**src/shared/wdbf_cfg.svh**
```systemverilog
// constants for the watchdog and bus fault timer block
`ifndef WDBF_CFG_SVH
`define WDBF_CFG_SVH

// system clock and the tick clock that paces both timers
`define WDBF_CLK_HZ 40000000
`define WDBF_TICK_HZ 100000
// system clock cycles in one tick period
`define WDBF_TICK_CYC (`WDBF_CLK_HZ / `WDBF_TICK_HZ)

// watchdog reset values
`define WDBF_RELOAD_RST 16'h0000
`define WDBF_CNT_RST 16'h0000

// fault register layout
`define WDBF_FAULT_RST 16'h0000
`define WDBF_BIT_MEM_TO 8
`define WDBF_BIT_IO_TO 5

// bus timeout fires on this tick falling edge after the strobe falls
`define WDBF_TO_TICKS 2'h2
`define WDBF_TICKS_RST 2'h0

`endif

```
**src/shared/wdbf_pkg.sv**
```systemverilog
// types for the watchdog and bus fault timer block
package wdbf_pkg;

  // bus fault timer states
  typedef enum logic [1:0] {
    BFT_IDLE,
    BFT_WAIT,
    BFT_SUPPRESS
  } wdbf_bft_e;

endpackage

```
**src/verilog/wdbf_fall_det.sv**
```systemverilog
// falling edge detector for a synchronous level input
`timescale 1ns/100ps
`default_nettype none

module wdbf_fall_det (
  // clock and reset
  input wire logic clk,
  input wire logic arst_n,
  // level in, edge pulse out
  input wire logic level_in,
  output logic fall_pulse
);

  // previous level, idles high so reset gives no false edge
  logic prev_ff;

  // track previous value
  always_ff @(posedge clk or negedge arst_n) begin
    if (!arst_n) begin
      prev_ff <= 1'b1;
    end else begin
      prev_ff <= level_in;
    end
  end

  // high then low marks a fall
  assign fall_pulse = prev_ff & ~level_in;

endmodule // wdbf_fall_det

`default_nettype wire

```
**src/verilog/wdbf_top.sv**
```systemverilog
// watchdog counter and bus fault timer
// What this block does
// 16-bit watchdog counts each tick falling edge
// reload register resets zero, takes any value
// zero reload longest; nothing stops counting
// watchdog runs from reset, no enable
// overflow drives expiry low until reload command
// timeout spans about 10us to 0.65s
// bus timer starts at strobe fall, ready clears
// no ready in 1-2 ticks sets bit 8/5
// timeout raises level 1, suppresses strobes, aborts
// timeout abandons instruction, vectors if unmasked
// timeout-disable low holds timer reset, silent
// tick clock is a 100kHz pulse train
// fault bits stick until read-and-clear command
// reload copies value, overflow at FFFF wrap
// devices return ready within one tick
`include "wdbf_cfg.svh"
`timescale 1ns/100ps
`default_nettype none

module wdbf_top
  import wdbf_pkg::*;
#(
  parameter int CNT_W = 16,
  parameter int FAULT_W = 16
) (
  // clock and reset
  input wire logic CLK,
  input wire logic ARST_N,
  // tick clock, synchronous to CLK
  input wire logic TICK_CLOCK,
  // watchdog software side
  input wire logic RELOAD_WR,
  input wire logic [CNT_W-1:0] RELOAD_DATA,
  input wire logic WDOG_GO,
  output logic WATCHDOG_EXPIRED_N,
  // bus transfer monitoring
  input wire logic DATA_STROBE_N,
  input wire logic XFER_IS_IO,
  input wire logic BUS_READY_N,
  input wire logic TIMEOUT_DISABLE_N,
  // fault register access
  input wire logic READ_CLEAR_FAULT_CMD,
  output logic [FAULT_W-1:0] FAULT_REGISTER,
  // interrupt and sequencer side
  input wire logic LEVEL1_UNMASKED,
  output logic LEVEL1_INT_REQ,
  output logic STROBE_SUPPRESS,
  output logic BUS_ABORT,
  output logic INSTR_ABANDON,
  output logic LEVEL1_VECTOR
);

  // edge pulses
  logic tick_fall; // tick clock fell this cycle
  logic strobe_fall; // data strobe fell this cycle

  // watchdog state
  logic [CNT_W-1:0] wdg_cnt_ff; // free running counter
  logic [CNT_W-1:0] reload_ff; // software reload value
  logic expired_n_ff; // expiry output
  logic wdg_ovf; // wrap from all ones to zero

  // bus fault timer state
  wdbf_bft_e bft_state_ff;
  logic [1:0] ticks_ff; // tick falls seen since strobe fall
  logic is_io_ff; // transfer type caught at strobe fall
  logic bus_to; // timeout fires this cycle
  logic [FAULT_W-1:0] fault_ff; // sticky fault bits
  logic [FAULT_W-1:0] fault_set; // bits to set this cycle
  logic l1_req_ff; // level 1 request pulse
  logic abort_ff; // bus abort pulse
  logic abandon_ff; // instruction abandon pulse
  logic vector_ff; // level 1 vector pulse
  logic suppress_ff; // strobe suppression level

  // tick clock edge finder
  wdbf_fall_det u_tick_fall (
    .clk(CLK),
    .arst_n(ARST_N),
    .level_in(TICK_CLOCK),
    .fall_pulse(tick_fall)
  );

  // data strobe edge finder
  wdbf_fall_det u_strobe_fall (
    .clk(CLK),
    .arst_n(ARST_N),
    .level_in(DATA_STROBE_N),
    .fall_pulse(strobe_fall)
  );

  // wrap detect
  assign wdg_ovf = tick_fall & (&wdg_cnt_ff);

  // reload register, any 16-bit value accepted
  always_ff @(posedge CLK or negedge ARST_N) begin
    if (!ARST_N) begin
      // cleared on reset
      reload_ff <= `WDBF_RELOAD_RST;
    end else if (RELOAD_WR) begin
      reload_ff <= RELOAD_DATA;
    end
  end

  // watchdog counter, live straight out of reset
  // period is (65536 - reload) ticks of 10us
  always_ff @(posedge CLK or negedge ARST_N) begin
    if (!ARST_N) begin
      // counting starts at reset
      wdg_cnt_ff <= `WDBF_CNT_RST;
    end else if (WDOG_GO) begin
      // reload copies value
      wdg_cnt_ff <= reload_ff;
    end else if (tick_fall) begin
      // advance on tick fall
      // no value stops this
      wdg_cnt_ff <= wdg_cnt_ff + 1'b1;
    end
  end

  // expiry output; an overflow in the reload cycle still expires
  always_ff @(posedge CLK or negedge ARST_N) begin
    if (!ARST_N) begin
      expired_n_ff <= 1'b1;
    end else if (wdg_ovf) begin
      // drop on overflow
      expired_n_ff <= 1'b0;
    end else if (WDOG_GO) begin
      // release on reload
      expired_n_ff <= 1'b1;
    end
  end

  // second tick fall without ready
  assign bus_to = (bft_state_ff == BFT_WAIT) & tick_fall & BUS_READY_N &
                  (ticks_ff == `WDBF_TO_TICKS - 2'h1) & TIMEOUT_DISABLE_N;

  // bus fault timer sequence
  always_ff @(posedge CLK or negedge ARST_N) begin
    if (!ARST_N) begin
      bft_state_ff <= BFT_IDLE;
    end else if (!TIMEOUT_DISABLE_N) begin
      // held reset
      bft_state_ff <= BFT_IDLE;
    end else begin
      case (bft_state_ff)
        // start at strobe fall
        BFT_IDLE: begin
          if (strobe_fall) begin
            bft_state_ff <= BFT_WAIT;
          end
        end
        // ready stops the timer
        BFT_WAIT: begin
          if (!BUS_READY_N) begin
            bft_state_ff <= BFT_IDLE;
          end else if (bus_to) begin
            bft_state_ff <= BFT_SUPPRESS;
          end
        end
        // strobes held off until this cycle's strobe ends
        BFT_SUPPRESS: begin
          if (DATA_STROBE_N) begin
            bft_state_ff <= BFT_IDLE;
          end
        end
        default: begin
          bft_state_ff <= BFT_IDLE;
        end
      endcase
    end
  end

  // tick counter and transfer type, restarted at each strobe fall
  always_ff @(posedge CLK or negedge ARST_N) begin
    if (!ARST_N) begin
      ticks_ff <= `WDBF_TICKS_RST;
      is_io_ff <= 1'b0;
    end else if (strobe_fall) begin
      // first tick may come at once, so timeout lands in 1-2 ticks
      ticks_ff <= `WDBF_TICKS_RST;
      is_io_ff <= XFER_IS_IO;
    end else if (bft_state_ff == BFT_WAIT && tick_fall) begin
      ticks_ff <= ticks_ff + 2'h1;
    end
  end

  // bits to set on a timeout
  always_comb begin
    fault_set = '0;
    if (bus_to) begin
      if (is_io_ff) begin
        fault_set[`WDBF_BIT_IO_TO] = 1'b1;
      end else begin
        fault_set[`WDBF_BIT_MEM_TO] = 1'b1;
      end
    end
  end

  // fault register; a set in the clear cycle survives
  always_ff @(posedge CLK or negedge ARST_N) begin
    if (!ARST_N) begin
      fault_ff <= `WDBF_FAULT_RST;
    end else if (READ_CLEAR_FAULT_CMD) begin
      // cleared only here
      fault_ff <= fault_set;
    end else begin
      // set fault bit
      fault_ff <= fault_ff | fault_set;
    end
  end

  // one-cycle reactions to a timeout
  always_ff @(posedge CLK or negedge ARST_N) begin
    if (!ARST_N) begin
      l1_req_ff <= 1'b0;
      abort_ff <= 1'b0;
      abandon_ff <= 1'b0;
      vector_ff <= 1'b0;
    end else begin
      // level 1 and abort
      l1_req_ff <= bus_to;
      abort_ff <= bus_to;
      // abandon and vector
      abandon_ff <= bus_to;
      vector_ff <= bus_to & LEVEL1_UNMASKED;
    end
  end

  // suppression flop tracks the suppress state so the pin comes from a flop
  always_ff @(posedge CLK or negedge ARST_N) begin
    if (!ARST_N) begin
      suppress_ff <= 1'b0;
    end else if (!TIMEOUT_DISABLE_N) begin
      // disabled timer never suppresses
      suppress_ff <= 1'b0;
    end else if (bus_to) begin
      // hold strobes off
      suppress_ff <= 1'b1;
    end else if (DATA_STROBE_N) begin
      // strobe back high ends the aborted cycle
      suppress_ff <= 1'b0;
    end
  end

  // outputs straight from flops
  assign WATCHDOG_EXPIRED_N = expired_n_ff;
  assign FAULT_REGISTER = fault_ff;
  assign LEVEL1_INT_REQ = l1_req_ff;
  // strobe suppression
  assign STROBE_SUPPRESS = suppress_ff;
  assign BUS_ABORT = abort_ff;
  assign INSTR_ABANDON = abandon_ff;
  assign LEVEL1_VECTOR = vector_ff;

  // counter steps by one on a plain tick
  property p_wdg_step;
    @(posedge CLK) disable iff (!ARST_N)
    (tick_fall && !WDOG_GO) |=> (wdg_cnt_ff == $past(wdg_cnt_ff) + 16'h0001);
  endproperty
  a_wdg_step: assert property (p_wdg_step) else $error("watchdog did not step");

  // reload register takes written value
  property p_reload_wr;
    @(posedge CLK) disable iff (!ARST_N)
    RELOAD_WR |=> (reload_ff == $past(RELOAD_DATA));
  endproperty
  a_reload_wr: assert property (p_reload_wr) else $error("reload value lost");

  // overflow drives expiry low
  property p_wdg_expire;
    @(posedge CLK) disable iff (!ARST_N)
    (tick_fall && (&wdg_cnt_ff)) |=> !WATCHDOG_EXPIRED_N;
  endproperty
  a_wdg_expire: assert property (p_wdg_expire) else $error("no expiry on wrap");

  // expiry holds until the reload command
  property p_wdg_hold;
    @(posedge CLK) disable iff (!ARST_N)
    (!WATCHDOG_EXPIRED_N && !WDOG_GO) |=> !WATCHDOG_EXPIRED_N;
  endproperty
  a_wdg_hold: assert property (p_wdg_hold) else $error("expiry released early");

  // reload copies the register
  property p_wdg_go;
    @(posedge CLK) disable iff (!ARST_N)
    WDOG_GO |=> (wdg_cnt_ff == $past(reload_ff));
  endproperty
  a_wdg_go: assert property (p_wdg_go) else $error("reload not copied");

  // strobe fall arms the timer
  property p_bft_start;
    @(posedge CLK) disable iff (!ARST_N)
    (strobe_fall && TIMEOUT_DISABLE_N && bft_state_ff == BFT_IDLE) |=>
      (bft_state_ff == BFT_WAIT && ticks_ff == 2'h0);
  endproperty
  a_bft_start: assert property (p_bft_start) else $error("timer not started");

  // ready clears the timer with no fault
  property p_bft_ready;
    @(posedge CLK) disable iff (!ARST_N)
    (bft_state_ff == BFT_WAIT && !BUS_READY_N) |=> (bft_state_ff == BFT_IDLE && !LEVEL1_INT_REQ);
  endproperty
  a_bft_ready: assert property (p_bft_ready) else $error("ready ignored");

  // timeout sets the right fault bit
  property p_fault_bit;
    @(posedge CLK) disable iff (!ARST_N)
    bus_to |=> (is_io_ff ? FAULT_REGISTER[`WDBF_BIT_IO_TO] : FAULT_REGISTER[`WDBF_BIT_MEM_TO]);
  endproperty
  a_fault_bit: assert property (p_fault_bit) else $error("fault bit not set");

  // timeout raises level 1 and suppresses strobes
  property p_timeout_act;
    @(posedge CLK) disable iff (!ARST_N)
    bus_to |=> (LEVEL1_INT_REQ && BUS_ABORT && INSTR_ABANDON && STROBE_SUPPRESS) ##1
      !LEVEL1_INT_REQ;
  endproperty
  a_timeout_act: assert property (p_timeout_act) else $error("timeout not acted on");

  // disable input keeps the timer idle and silent
  property p_disable;
    @(posedge CLK) disable iff (!ARST_N)
    (!TIMEOUT_DISABLE_N)[*2] |-> (bft_state_ff == BFT_IDLE && !LEVEL1_INT_REQ);
  endproperty
  a_disable: assert property (p_disable) else $error("timer active while disabled");

  // memory timeout fault bit 8 stays until cleared
  property p_fault_sticky;
    @(posedge CLK) disable iff (!ARST_N)
    (FAULT_REGISTER[`WDBF_BIT_MEM_TO] && !READ_CLEAR_FAULT_CMD) |=>
      FAULT_REGISTER[`WDBF_BIT_MEM_TO];
  endproperty
  a_fault_sticky: assert property (p_fault_sticky) else $error("fault bit lost");

endmodule // wdbf_top

`default_nettype wire

```
**config.mk**
```make
export PLATFORM = sky130hd
export DESIGN_NAME = wdbf_top
export DESIGN_NICKNAME = d
export VERILOG_FILES = /design/src/shared/wdbf_pkg.sv /design/src/verilog/wdbf_fall_det.sv /design/src/verilog/wdbf_top.sv
export VERILOG_INCLUDE_DIRS = /design/src /design/src/shared
export SDC_FILE = /design/constraint.sdc
export NUM_CORES = 1
export LEC_CHECK = 0
export ABC_CLOCK_PERIOD_IN_PS = 2600
export BUFFER_PORTS_ARGS = -buffer_cell sky130_fd_sc_hd__buf_2
export CAP_MARGIN = 20
export CORE_MARGIN = 2
export CORE_UTILIZATION = 45
export CTS_BUF_LIST = sky130_fd_sc_hd__clkbuf_4
export DETAILED_ROUTE_END_ITERATION = 7
export PLACE_DENSITY_LB_ADDON = 0.12
export SKIP_CTS_REPAIR_TIMING = 1
export SLEW_MARGIN = 30
export SYNTH_ARGS = -nofsm -noshare
export SYNTH_HDL_FRONTEND = slang
export SYNTH_SLANG_ARGS = --single-unit
```
**constraint.sdc**
```tcl
create_clock -name CLK -period 2.6 [get_ports CLK]
set_clock_uncertainty 0.2 [all_clocks]
set_input_delay 0.39 -clock CLK [delete_from_list [all_inputs] [get_ports CLK]]
set_output_delay 0.39 -clock CLK [all_outputs]
set_load 0.01 [all_outputs]
```
Yosys cells after proc, flatten, opt, wreduce, memory -nomap -nowiden
Cells that the tools add are included.
{"block": "totals", "ff_bits": 59, "out_inout_bits": 22, "input_bits": 27}
{"block": "classes", "mux": 20, "n_reduce_logical": 7, "bitwise": 11, "add_sub_neg": 2, "eq_ne": 7}
{"cell": "2-to-1 mux 16 bit", "count": 3}
{"cell": "adder 16 x 1 -> 16 bit (second input constant)", "count": 1}
{"cell": "bitwise OR 16 x 9 -> 16 bit", "count": 1}
{"cell": "AND reduction 16 bit", "count": 1}
{"cell": "2-to-1 mux 2 bit", "count": 7}
{"cell": "2-to-1 mux 1 bit", "count": 9}
{"cell": "bitwise AND 1 bit", "count": 8}
{"cell": "!= test 3 bit (second input constant)", "count": 2}
{"cell": "one-hot mux 2 bit (3 select lines)", "count": 1}
{"cell": "nonzero test 2 bit", "count": 3}
{"cell": "== test 2 x 1 -> 1 bit (second input constant)", "count": 2}
{"cell": "!= test 4 bit (second input constant)", "count": 1}
{"cell": "!= test 3 x 2 -> 1 bit (second input constant)", "count": 1}
{"cell": "AND reduction 3 bit", "count": 1}
{"cell": "adder 2 x 1 -> 2 bit (second input constant)", "count": 1}
{"cell": "== test 2 bit (second input constant)", "count": 1}
{"cell": "zero test 2 bit", "count": 1}
{"cell": "NOT 1 bit", "count": 2}
{"cell": "logical AND 1 bit", "count": 1}

Longest topological paths before layout
Gate-level depths: netlist (run 1).
{"block": "logic_depth", "depth_word": 10, "depth_mapped": 5, "depth_no_buf": 5}

By module
Synthesis (run 1) repeated with hierarchy kept, for this count alone.
{"block": "hier_totals", "hier_cells": 193, "hier_area_um2": 2172.1}
{"mod": "wdbf_top", "instances": 1, "seq_area_each_um2": 1077.3, "area_each_um2": 2092.0, "cells_per_inst": 189}
{"mod": "wdbf_fall_det", "instances": 2, "seq_area_each_um2": 26.3, "area_each_um2": 40.0, "cells_per_inst": 2}

Worst setup path after synthesis (run 1)
Ideal clock, no wire load.
{"block": "synth_timing", "path_type": "register -> register", "start": "register u_tick_fall.prev_ff", "end": "register wdg_cnt_ff[13]", "stages_incl_launch_ff": 5, "path_slack_ns": 0.921, "t_arrival_ns": 1.397, "path_buffers": 0, "setup_time_ns": 0.082, "path_cell_list": "dfstp_2 and4b_1 nand3_4 or3_1 a31oi_1"}
{"block": "synth_via", "elab_chain_len": 2}
{"element": "start, declared", "line_no": "wdbf_fall_det.sv:15", "source": "logic prev_ff;"}
{"element": "start signal, assigned", "line_no": "wdbf_fall_det.sv:22", "source": "prev_ff <= level_in;"}
{"element": "bitwise AND 1 bit", "line_no": "wdbf_fall_det.sv:27", "source": "assign fall_pulse = prev_ff & ~level_in;"}
{"element": "nonzero test 2 bit (no source line)"}
{"element": "end signal, assigned", "line_no": "wdbf_top.sv:112", "source": "wdg_cnt_ff <= `WDBF_CNT_RST;"}
{"element": "end signal, assigned", "line_no": "wdbf_top.sv:115", "source": "wdg_cnt_ff <= reload_ff;"}
{"element": "end signal, assigned", "line_no": "wdbf_top.sv:119", "source": "wdg_cnt_ff <= wdg_cnt_ff + 1'b1;"}
{"element": "end, declared", "line_no": "wdbf_top.sv:60", "source": "logic [CNT_W-1:0] wdg_cnt_ff;"}
No other way between the ends.
A chain may end at the register's enable or synchronous reset.

Worst setup path after layout (run 1)
{"block": "layout_timing", "start": "input TICK_CLOCK", "end": "register wdg_cnt_ff[13]"}
{"block": "layout_via", "elab_chain_len": 3}
{"element": "start, declared", "line_no": "wdbf_top.sv:32", "source": "input wire logic TICK_CLOCK,"}
{"element": "NOT 1 bit", "line_no": "wdbf_fall_det.sv:27"}
{"element": "bitwise AND 1 bit", "line_no": "wdbf_fall_det.sv:27"}
{"element": "nonzero test 2 bit (no source line)"}
No other way between the ends.

==> results.ini, run 1 <==
[status]
outcome=complete, no violations

[routing]
drt-initial-drc-count=40
wirelength_mm=3.656
ant_nets=0
drcViolationCount=0
drt_first_pass_iters=4
wire_per_inst_um=13.15
vias_per_cell=5.025
num_vias=1397

[timing]
hold_violations=0
fin_crit_ns=2.029
setup_viol=0
fin_setup_tns_ns=0
whs_ns=0.04706
timing.slew.headroom_pct=61.96
rsz0062_at_grt=false
drv_slew=0
worst_pin_slew_ns=0.5706
max_freq_ghz=0.4928
post-route-period-util_pct=78.05

[clocking]
cts_made_buffers=5
cts_sinks=45
clockBufferDepth=2
cts.clk_slew.worst_paths_ns=0.13
htreeDepth=2
cts_tree=built
root_buffer=clkbuf_4
clk_latency_ns=0.35

[global_routing]
grt_max_degree=46
grt_use_total_pct=15.37
antenna_found_initial=0
overflow=0
grt_pass1_vias=1367
grt_pass1_wl_mm=6.127

[synthesis]
ys_seq_elements=45
synthAdderAreaFrac_pct=1.185
async_flop_share_pct=100.0
ys.flop_type=dfrtp_1
yosysWarnings=0
synth_common_cells=dfrtp_1, nand2_1, o21ai_0
synth_edf_count=0
synth_top_family_by_area=simple AND/OR/NAND/NOR gates
seq_area_frac_synth_pct=53.50
synthXorXnorAreaFrac_pct=5.391
yosysTopAreaCell=dfrtp_1
syn_area_per_cell_um2=11.17
yosys.area_share.simple_pct=14.63
yosysMostFrequentCell=dfrtp_1
synth_compound_area_share_pct=7.820
ys_types=37
synth_top_area_share_pct=49.76
synthMuxAreaShare_pct=9.005
postSynthCellCount=189
synth_area_mm2=0.002112
yosys-top-cells-area=dfrtp_1, mux2_2, buf_4

[hold_path]
min_path_cells=2
hold_path_class=in2reg
hold_end=LEVEL1_VECTOR
holdCritStartpoint=LEVEL1_UNMASKED

[setup_path]
cp_top_family=simple AND/OR/NAND/NOR gates
cp_max_fo=5
r2r_slack_ns=0.78
path_class=in2reg
timing.rr.end=wdg_cnt_ff[13]
slowest_delay_ns=0.53
r2r_cells=4
crit_path_end_kind=flip-flop
crit_chain=dlygate4sd3_1 -> buf_2 -> and4b_1 -> nand3_4 -> or3_1 -> a31oi_1
cp_data_required_time_ns=2.67
cpMaxStageDelayCell=dlygate4sd3_1
critPathLaunchType=input pin
cp.arrival_ns=2.10
r2r-start=u_tick_fall.prev_ff
crit_buf_inv=2

[floorplan]
dieHeight_um=72.51
coreArea_mm2=0.004444
start_util_pct=47.52
num_rows=24
dieWidth_um=72.51
dieArea_mm2=0.005258
design.portCount=49

[flow_run]
maxCapViolCount=0

[finish]
num-nets-final=254
drive_above_1_share_pct=29.65
area_delta_synth_final_pct=11.79
multi_input_area_um2=855.8
diodes=0
regArea_mm2=0.001130
nFillCells=393

[placed_design]
gp_congestion=0.7982
dp_hpwl_mm=2.569
port_buffers=34

[pwr]
p_leak_nw=1.099
cellPowerDensity_mw_per_mm2=594.1
ir_drop_mv=0.4382

[worst max-delay path by stage]
| stage | slack (ns) | endpoint | from | cells after the start |
|---|---|---|---|---|
| 2_1_floorplan | 0.92 | wdg_cnt_ff[13] | u_tick_fall.prev_ff | 4 |
| 3_3_place_gp | 0.81 | wdg_cnt_ff[13] | TICK_CLOCK | 5 |
| 3_5_place_dp | 0.76 | wdg_cnt_ff[13] | TICK_CLOCK | 5 |
| 4_1_cts | 0.76 | wdg_cnt_ff[13] | u_tick_fall.prev_ff | 4 |
| 5_1_grt | 0.44 | FAULT_REGISTER[5] | TICK_CLOCK | 6 |
| 6_report | 0.57 | wdg_cnt_ff[13] | TICK_CLOCK | 6 |
[per-layer routing]
| layer | GRT usage (%) | part of all wire, % | vias to the layer above |
|---|---|---|---|
| met5 | 0 | 0 | - |
| met4 | 7.407 | 2.2 | 0 |
| met3 | 3.056 | 4.6 | 9 |
| met2 | 25.48 | 49 | 38 |
| met1 | 19.29 | 44 | 650 |
| li1 | - | - | 700 |
[area by class of cell]
| class | count | area share, % |
|---|---|---|
| clock buffer | 6 | 1.908 |
| multi-input combinational | 129 | 36.25 |
| clock inverter | 2 | 1.484 |
| tap | 52 | 2.756 |
| inverter | 6 | 0.9539 |
| timing repair buffer | 38 | 8.797 |
| sequential | 45 | 47.85 |
[power by group]
part / switching, mW / internal, mW
combinational: 0.0832 / 0.0770
clock: 0.219 / 0.212
sequential: 0.0479 / 0.763
[flip-flops by register name, summed over array words and instances (netlist names)]
register               cells
LEVEL1_VECTOR              1
ticks_ff                   2
WATCHDOG_EXPIRED_N         1
is_io_ff                   1
u_tick_fall.prev_ff        1
reload_ff                 16
bft_state_ff               2
u_strobe_fall.prev_ff      1
FAULT_REGISTER             2
INSTR_ABANDON              1
wdg_cnt_ff                16
STROBE_SUPPRESS            1
[through the flow]
stage	worst slack, ns	util (%)	cell area, um2	std cells	power, mW
3_5_place_dp	0.7602	50.65	2251	267	0.9824
4_1_cts	0.7607	52.45	2331	275	1.409
3_3_place_gp	0.8091	50.65	2251	267	0.9735
5_1_grt	0.4364	53.13	2361	278	1.476
2_1_floorplan	0.9207	-	2161	202	0.9356
6_report	0.5707	53.13	2361	278	1.403
[cells by family after synthesis]
logic type	count (synthesis)
flops	45
simple gates	54
compound gates	29
other cells	1
fa+ha+maj	2
buf+inv	28
mux	17
xor+xnor	13
[placed cells by master (no fill, tap or decap), types with 2 or more instances in the layout]
cell type      instances
and4_1                 3
and2_1                 2
dfstp_2                3
or3_1                  4
ha_1                   2
a21oi_1                3
nor2_1                 3
xnor2_1                3
conb_1                14
dlygate4sd3_1          3
dfrtp_1               42
and4b_1                2
nand4_1                5
nand3_1                4
xor2_1                10
clkbuf_4               6
inv_1                  6
buf_2                 34
a22o_1                 2
mux2_2                16
o21ai_0               19
a31oi_1                3
nand2_1               22
Note: power is estimated with default switching activity, not from simulation.
==> inputs of run 2 (changes only) <==
--- a/config.mk
+++ b/config.mk
@@ -6,7 +6,7 @@
 export SDC_FILE = /design/constraint.sdc
 export NUM_CORES = 1
 export LEC_CHECK = 0
-export ABC_CLOCK_PERIOD_IN_PS = 2600
+export ABC_CLOCK_PERIOD_IN_PS = 1900
 export BUFFER_PORTS_ARGS = -buffer_cell sky130_fd_sc_hd__buf_2
 export CAP_MARGIN = 20
 export CORE_MARGIN = 2
==> constraint.sdc (replaced) <==
create_clock -name CLK -period 1.9 [get_ports CLK]
set_clock_uncertainty 0.2 [all_clocks]
set_input_delay 0.285 -clock CLK [delete_from_list [all_inputs] [get_ports CLK]]
set_output_delay 0.285 -clock CLK [all_outputs]
set_load 0.01 [all_outputs]
==> run 2 against run 1 <==
Effect of this change:
- sequential cell count stayed put
- setup slack worse by 0.47 ns
- critical path depth is 2 lower
- first-iteration DRC count is 53% higher
- non-clock buffer count is 22 higher
- core utilization is 4.6 points higher
- via count is 8.1% higher
- routed wire length is 8.4% higher
- hold slack worse by 0.031 ns
- sequential power is 37% higher
- final area is 8.6% higher
- critical path type is now reg2reg
- highest routed layer unchanged
==> results.ini, run 2 (same netlist as run 1, synthesis figures left out) <==
[timing]
drv_slew=0
fin_crit_ns=1.804
setup_viol=0
worst_slack_ns=0.09616
rsz0062_at_grt=false
fin_setup_tns_ns=0
max_freq_ghz=0.5544
post-route-period-util_pct=94.94
hold_violations=0

[setup_path]
cp.arrival_ns=1.88
cp_max_fo=5
r2r_slack_ns=0.1
critPathLaunchType=flip-flop
cp_data_required_time_ns=1.97
timing.rr.end=wdg_cnt_ff[13]
path_class=reg2reg
r2r-start=u_tick_fall.prev_ff
crit_path_end_kind=flip-flop
r2r_cells=4

[floorplan]
num_rows=24
dieWidth_um=72.51
design.portCount=49
start_util_pct=47.52
dieArea_mm2=0.005258
dieHeight_um=72.51
coreArea_mm2=0.004444

[routing]
vias_per_cell=5.033
wirelength_mm=3.964
drt-initial-drc-count=61
num_vias=1510
drt_first_pass_iters=4
ant_nets=0
wire_per_inst_um=13.21
drcViolationCount=0

[clocking]
root_buffer=clkbuf_4
htreeDepth=2
cts_made_buffers=5
clockBufferDepth=2
cts_sinks=45
cts.clk_slew.worst_paths_ns=0.12
cts_tree=built
clk_latency_ns=0.35

[global_routing]
grt_pass1_vias=1464
grt_use_total_pct=16.51
grt_pass1_wl_mm=6.617
overflow=0
grt_max_degree=28
antenna_found_initial=0

[hold_path]
hold_path_class=in2reg
min_path_cells=3
holdCritStartpoint=BUS_READY_N
hold_end=INSTR_ABANDON

[pwr]
p_leak_nw=1.186
ir_drop_mv=0.3899
cellPowerDensity_mw_per_mm2=710.8

[placed_design]
port_buffers=34
dp_worst_setup_slack_ns=0.08432
dp_hpwl_mm=2.851
gp_congestion=0.7609

[finish]
final_common_cell=dfrtp_1
reg.largest.list=reload_ff: 16 flops, wdg_cnt_ff: 16 flops
area_delta_synth_final_pct=21.39
drive_above_1_share_pct=28.23
regArea_mm2=0.001130
num-nets-final=276
diodes=0
multi_input_area_um2=857.1
nFillCells=384
layout_common_cells=dfrtp_1, buf_2, nand2_1, dlygate4sd3_1, o21ai_0

[status]
outcome=complete, no violations

[flow_run]
maxCapViolCount=0

[run 2: per-stage QoR]
stage | total power [mW] | cells | instance area, um2 | utilization, % | hold WS [ns]
2_1_floorplan | 1.280 | 202 | 2161 | - | -0.2106
5_1_grt | 1.936 | 300 | 2564 | 57.69 | 0.01905
6_report | 1.822 | 300 | 2564 | 57.69 | 0.01610
4_1_cts | 1.815 | 278 | 2342 | 52.70 | -0.3349
3_3_place_gp | 1.342 | 270 | 2286 | 51.44 | 0.04784
3_5_place_dp | 1.356 | 270 | 2286 | 51.44 | 0.06416
[run 2: per-layer routing]
| metal | vias up | track usage (%) | share of wire [%] |
|---|---|---|---|
| met4 | 0 | 5.144 | 1.5 |
| met3 | 7 | 5.556 | 4.7 |
| met2 | 44 | 28.85 | 52 |
| met1 | 718 | 19.17 | 41 |
| li1 | 741 | - | - |
| met5 | - | 0 | 0 |
[run 2: final cells by class]
cell class	count	share of cell area, %
timing repair buffer	60	16.89
clock buffer	7	2.050
multi-input combinational	129	33.43
clock inverter	1	0.1464
inverter	6	0.8785
sequential	45	44.07
tap	52	2.538
[run 2: power by group]
| part | switching, mW | internal (mW) | leakage [nW] | total (mW) |
|---|---|---|---|---|
| clock network | 0.281 | 0.171 | 0.0338 | 0.452 |
| registers | 0.0657 | 1.04 | 0.549 | 1.11 |
| logic | 0.123 | 0.137 | 0.604 | 0.260 |
| total | 0.469 | 1.35 | 1.19 | 1.82 |
[run 2: critical path, stage by stage, from the launching register on]
cell     delay, ns
dfstp_2       0.56
and4b_1       0.26
nand3_4       0.11
or3_1         0.39
a31oi_1       0.21
[run 2: worst max path at each step]
stage               slack (ns)                start        endpoint
detailed placement        0.08        wdg_cnt_ff[2]  wdg_cnt_ff[13]
global placement          0.23        wdg_cnt_ff[2]  wdg_cnt_ff[13]
CTS                       0.10        wdg_cnt_ff[2]  wdg_cnt_ff[13]
floorplan                 0.22  u_tick_fall.prev_ff  wdg_cnt_ff[13]
finish                     0.1  u_tick_fall.prev_ff  wdg_cnt_ff[13]
global route             0.006        wdg_cnt_ff[0]  wdg_cnt_ff[14]
==> inputs of run 3 (changes only) <==
--- a/config.mk
+++ b/config.mk
@@ -10,7 +10,7 @@
 export BUFFER_PORTS_ARGS = -buffer_cell sky130_fd_sc_hd__buf_2
 export CAP_MARGIN = 20
 export CORE_MARGIN = 2
-export CORE_UTILIZATION = 45
+export CORE_UTILIZATION = 55
 export CTS_BUF_LIST = sky130_fd_sc_hd__clkbuf_4
 export DETAILED_ROUTE_END_ITERATION = 7
 export PLACE_DENSITY_LB_ADDON = 0.12
==> run 3 against run 2 <==
Effect of this change:
- routed wire length down 3.4%
- register-to-register slack improved by 0.03 ns
- clock-buffer cell count is 2 lower
- maximum frequency decreased by 2.9%
- critical endpoint is now wdg_cnt_ff[15]
- critical path depth is 2 higher
- total power increased by 14%
- core utilization up 13 points
- sequential power about the same
==> results.ini, run 3 (same netlist as run 1, synthesis figures left out) <==
[placed_design]
gp_congestion=0.8408
dp_hpwl_mm=2.796
dp_worst_setup_slack_ns=0.1312
port_buffers=34

[finish]
reg.largest.list=reload_ff: 16 flops, wdg_cnt_ff: 16 flops
area_delta_synth_final_pct=22.75
layout_common_cells=dfrtp_1, buf_2, nand2_1, dlygate4sd3_1, o21ai_0
drive_above_1_share_pct=28.63
diodes=0
num-nets-final=276
final_common_cell=dfrtp_1

[pwr]
fin_total_pwr_mw=2.078
power.switching_mw=0.4918
p_clk_share_pct=34.1
cellPowerDensity_mw_per_mm2=801.5
p_seq_share_pct=53.7
pwr-share-comb_pct=12.2
p_int_mw=1.586
p_leak_nw=1.203
ir_drop_mv=0.5518
switching_share_pct=23.67

[flow_run]
maxCapViolCount=0

[hold_path]
holdCritStartpoint=BUS_READY_N
hold_path_class=in2reg
min_path_cells=3
hold_end=bft_state_ff[0]

[setup_path]
timing.rr.end=wdg_cnt_ff[15]
cp.arrival_ns=1.94
path_class=in2reg
crit_path_end_kind=flip-flop
cpMaxStageDelayCell=dlygate4sd3_1
slowest_delay_ns=0.53
crit_start=TICK_CLOCK
cp_top_family=simple AND/OR/NAND/NOR gates
r2r-start=u_tick_fall.prev_ff
cp_data_required_time_ns=1.98
crit_buf_inv=2
crit_chain=dlygate4sd3_1 -> buf_2 -> and4b_1 -> nand3_4 -> or3_1 -> a31oi_1
r2r_cells=4
critPathLaunchType=input pin
r2r_slack_ns=0.13
cp_max_fo=5

[global_routing]
antenna_found_initial=0
grt_pass1_wl_mm=6.285
grt_pass1_vias=1430
grt_use_total_pct=19.37
grt_max_degree=46
overflow=0

[timing]
fin_crit_ns=1.858
setup_viol=0
hold_violations=0
drv_slew=0
fin_setup_tns_ns=0
worst_slack_ns=0.04228
timing.slew.headroom_pct=64.72
post-route-period-util_pct=97.77
rsz0062_at_grt=false
worst_pin_slew_ns=0.5292
max_freq_ghz=0.5383

[floorplan]
start_util_pct=57.26
coreArea_mm2=0.003689
dieHeight_um=65.97
dieArea_mm2=0.004352
dieWidth_um=65.97
design.portCount=49
num_rows=22

[clocking]
clockBufferDepth=2
cts.clk_slew.worst_paths_ns=0.13
htreeDepth=2
root_buffer=clkbuf_4
cts_sinks=45
cts_made_buffers=5
cts_tree=built
clk_latency_ns=0.35

[routing]
num_vias=1525
drt_first_pass_iters=4
wirelength_mm=3.831
wire_per_inst_um=12.94
drcViolationCount=0
ant_nets=0
vias_per_cell=5.152
drt-initial-drc-count=66

[status]
outcome=complete, no violations

## run 3: changes by cell type in the layout (fill, tap and decap cells not counted)
cell,delta
buf_4,+1
clkbuf_4,-2
clkinv_2,+1
bufinv_16,+2
buf_12,-1
clkinv_1,-1
## run 3: worst max path at each step
stage / to / slack [ns] / cells after the start
finish: wdg_cnt_ff[15] / 0.04 / 6
global route: wdg_cnt_ff[15] / 0.009 / 6
CTS: wdg_cnt_ff[15] / 0.11 / 4
detailed placement: wdg_cnt_ff[15] / 0.13 / 4
global placement: wdg_cnt_ff[13] / 0.23 / 4
floorplan: wdg_cnt_ff[13] / 0.22 / 4
## run 3: cell type report
type                       instances  area [um2]
timing repair buffer              60       420.4
clock buffer                       5       37.54
multi-input combinational        129       857.1
tap                               48       60.06
fill                             285        1096
sequential                        45        1130
inverter                           6       22.52
clock inverter                     3       65.06
## run 3: worst min-delay path, cell delays in order
cell,delay (ns)
buf_2,0.11
nand3_1,0.07
a21oi_1,0.06
## run 3: per-layer routing
| layer | track usage, % | share of wire, % |
|---|---|---|
| met5 | 0 | 0 |
| met1 | 25.37 | 45 |
| met2 | 31.57 | 48 |
| met4 | 5.357 | 1.2 |
| met3 | 5.622 | 5.0 |
## run 3: metrics by stage
step / cells / hold WS, ns / cell area [um2] / utilization (%)
global route: 296 / 0.001831 / 2592 / 70.28
detailed placement: 266 / 0.1927 / 2268 / 61.50
CTS: 274 / -0.2033 / 2371 / 64.28
global placement: 266 / 0.1865 / 2268 / 61.50
finish: 296 / 0.0007725 / 2592 / 70.28
floorplan: 202 / -0.2106 / 2161 / -
## run 3: power by group through the flow
stage | registers (mW) | clock network (mW) | logic [mW]
final | 1.12 | 0.708 | 0.254
after global routing | 1.13 | 0.764 | 0.287
after CTS | 1.12 | 0.727 | 0.222
after detailed placement | 1.13 | 0 | 0.221
after global placement | 1.13 | 0 | 0.211
after floorplan | 1.11 | 0 | 0.169
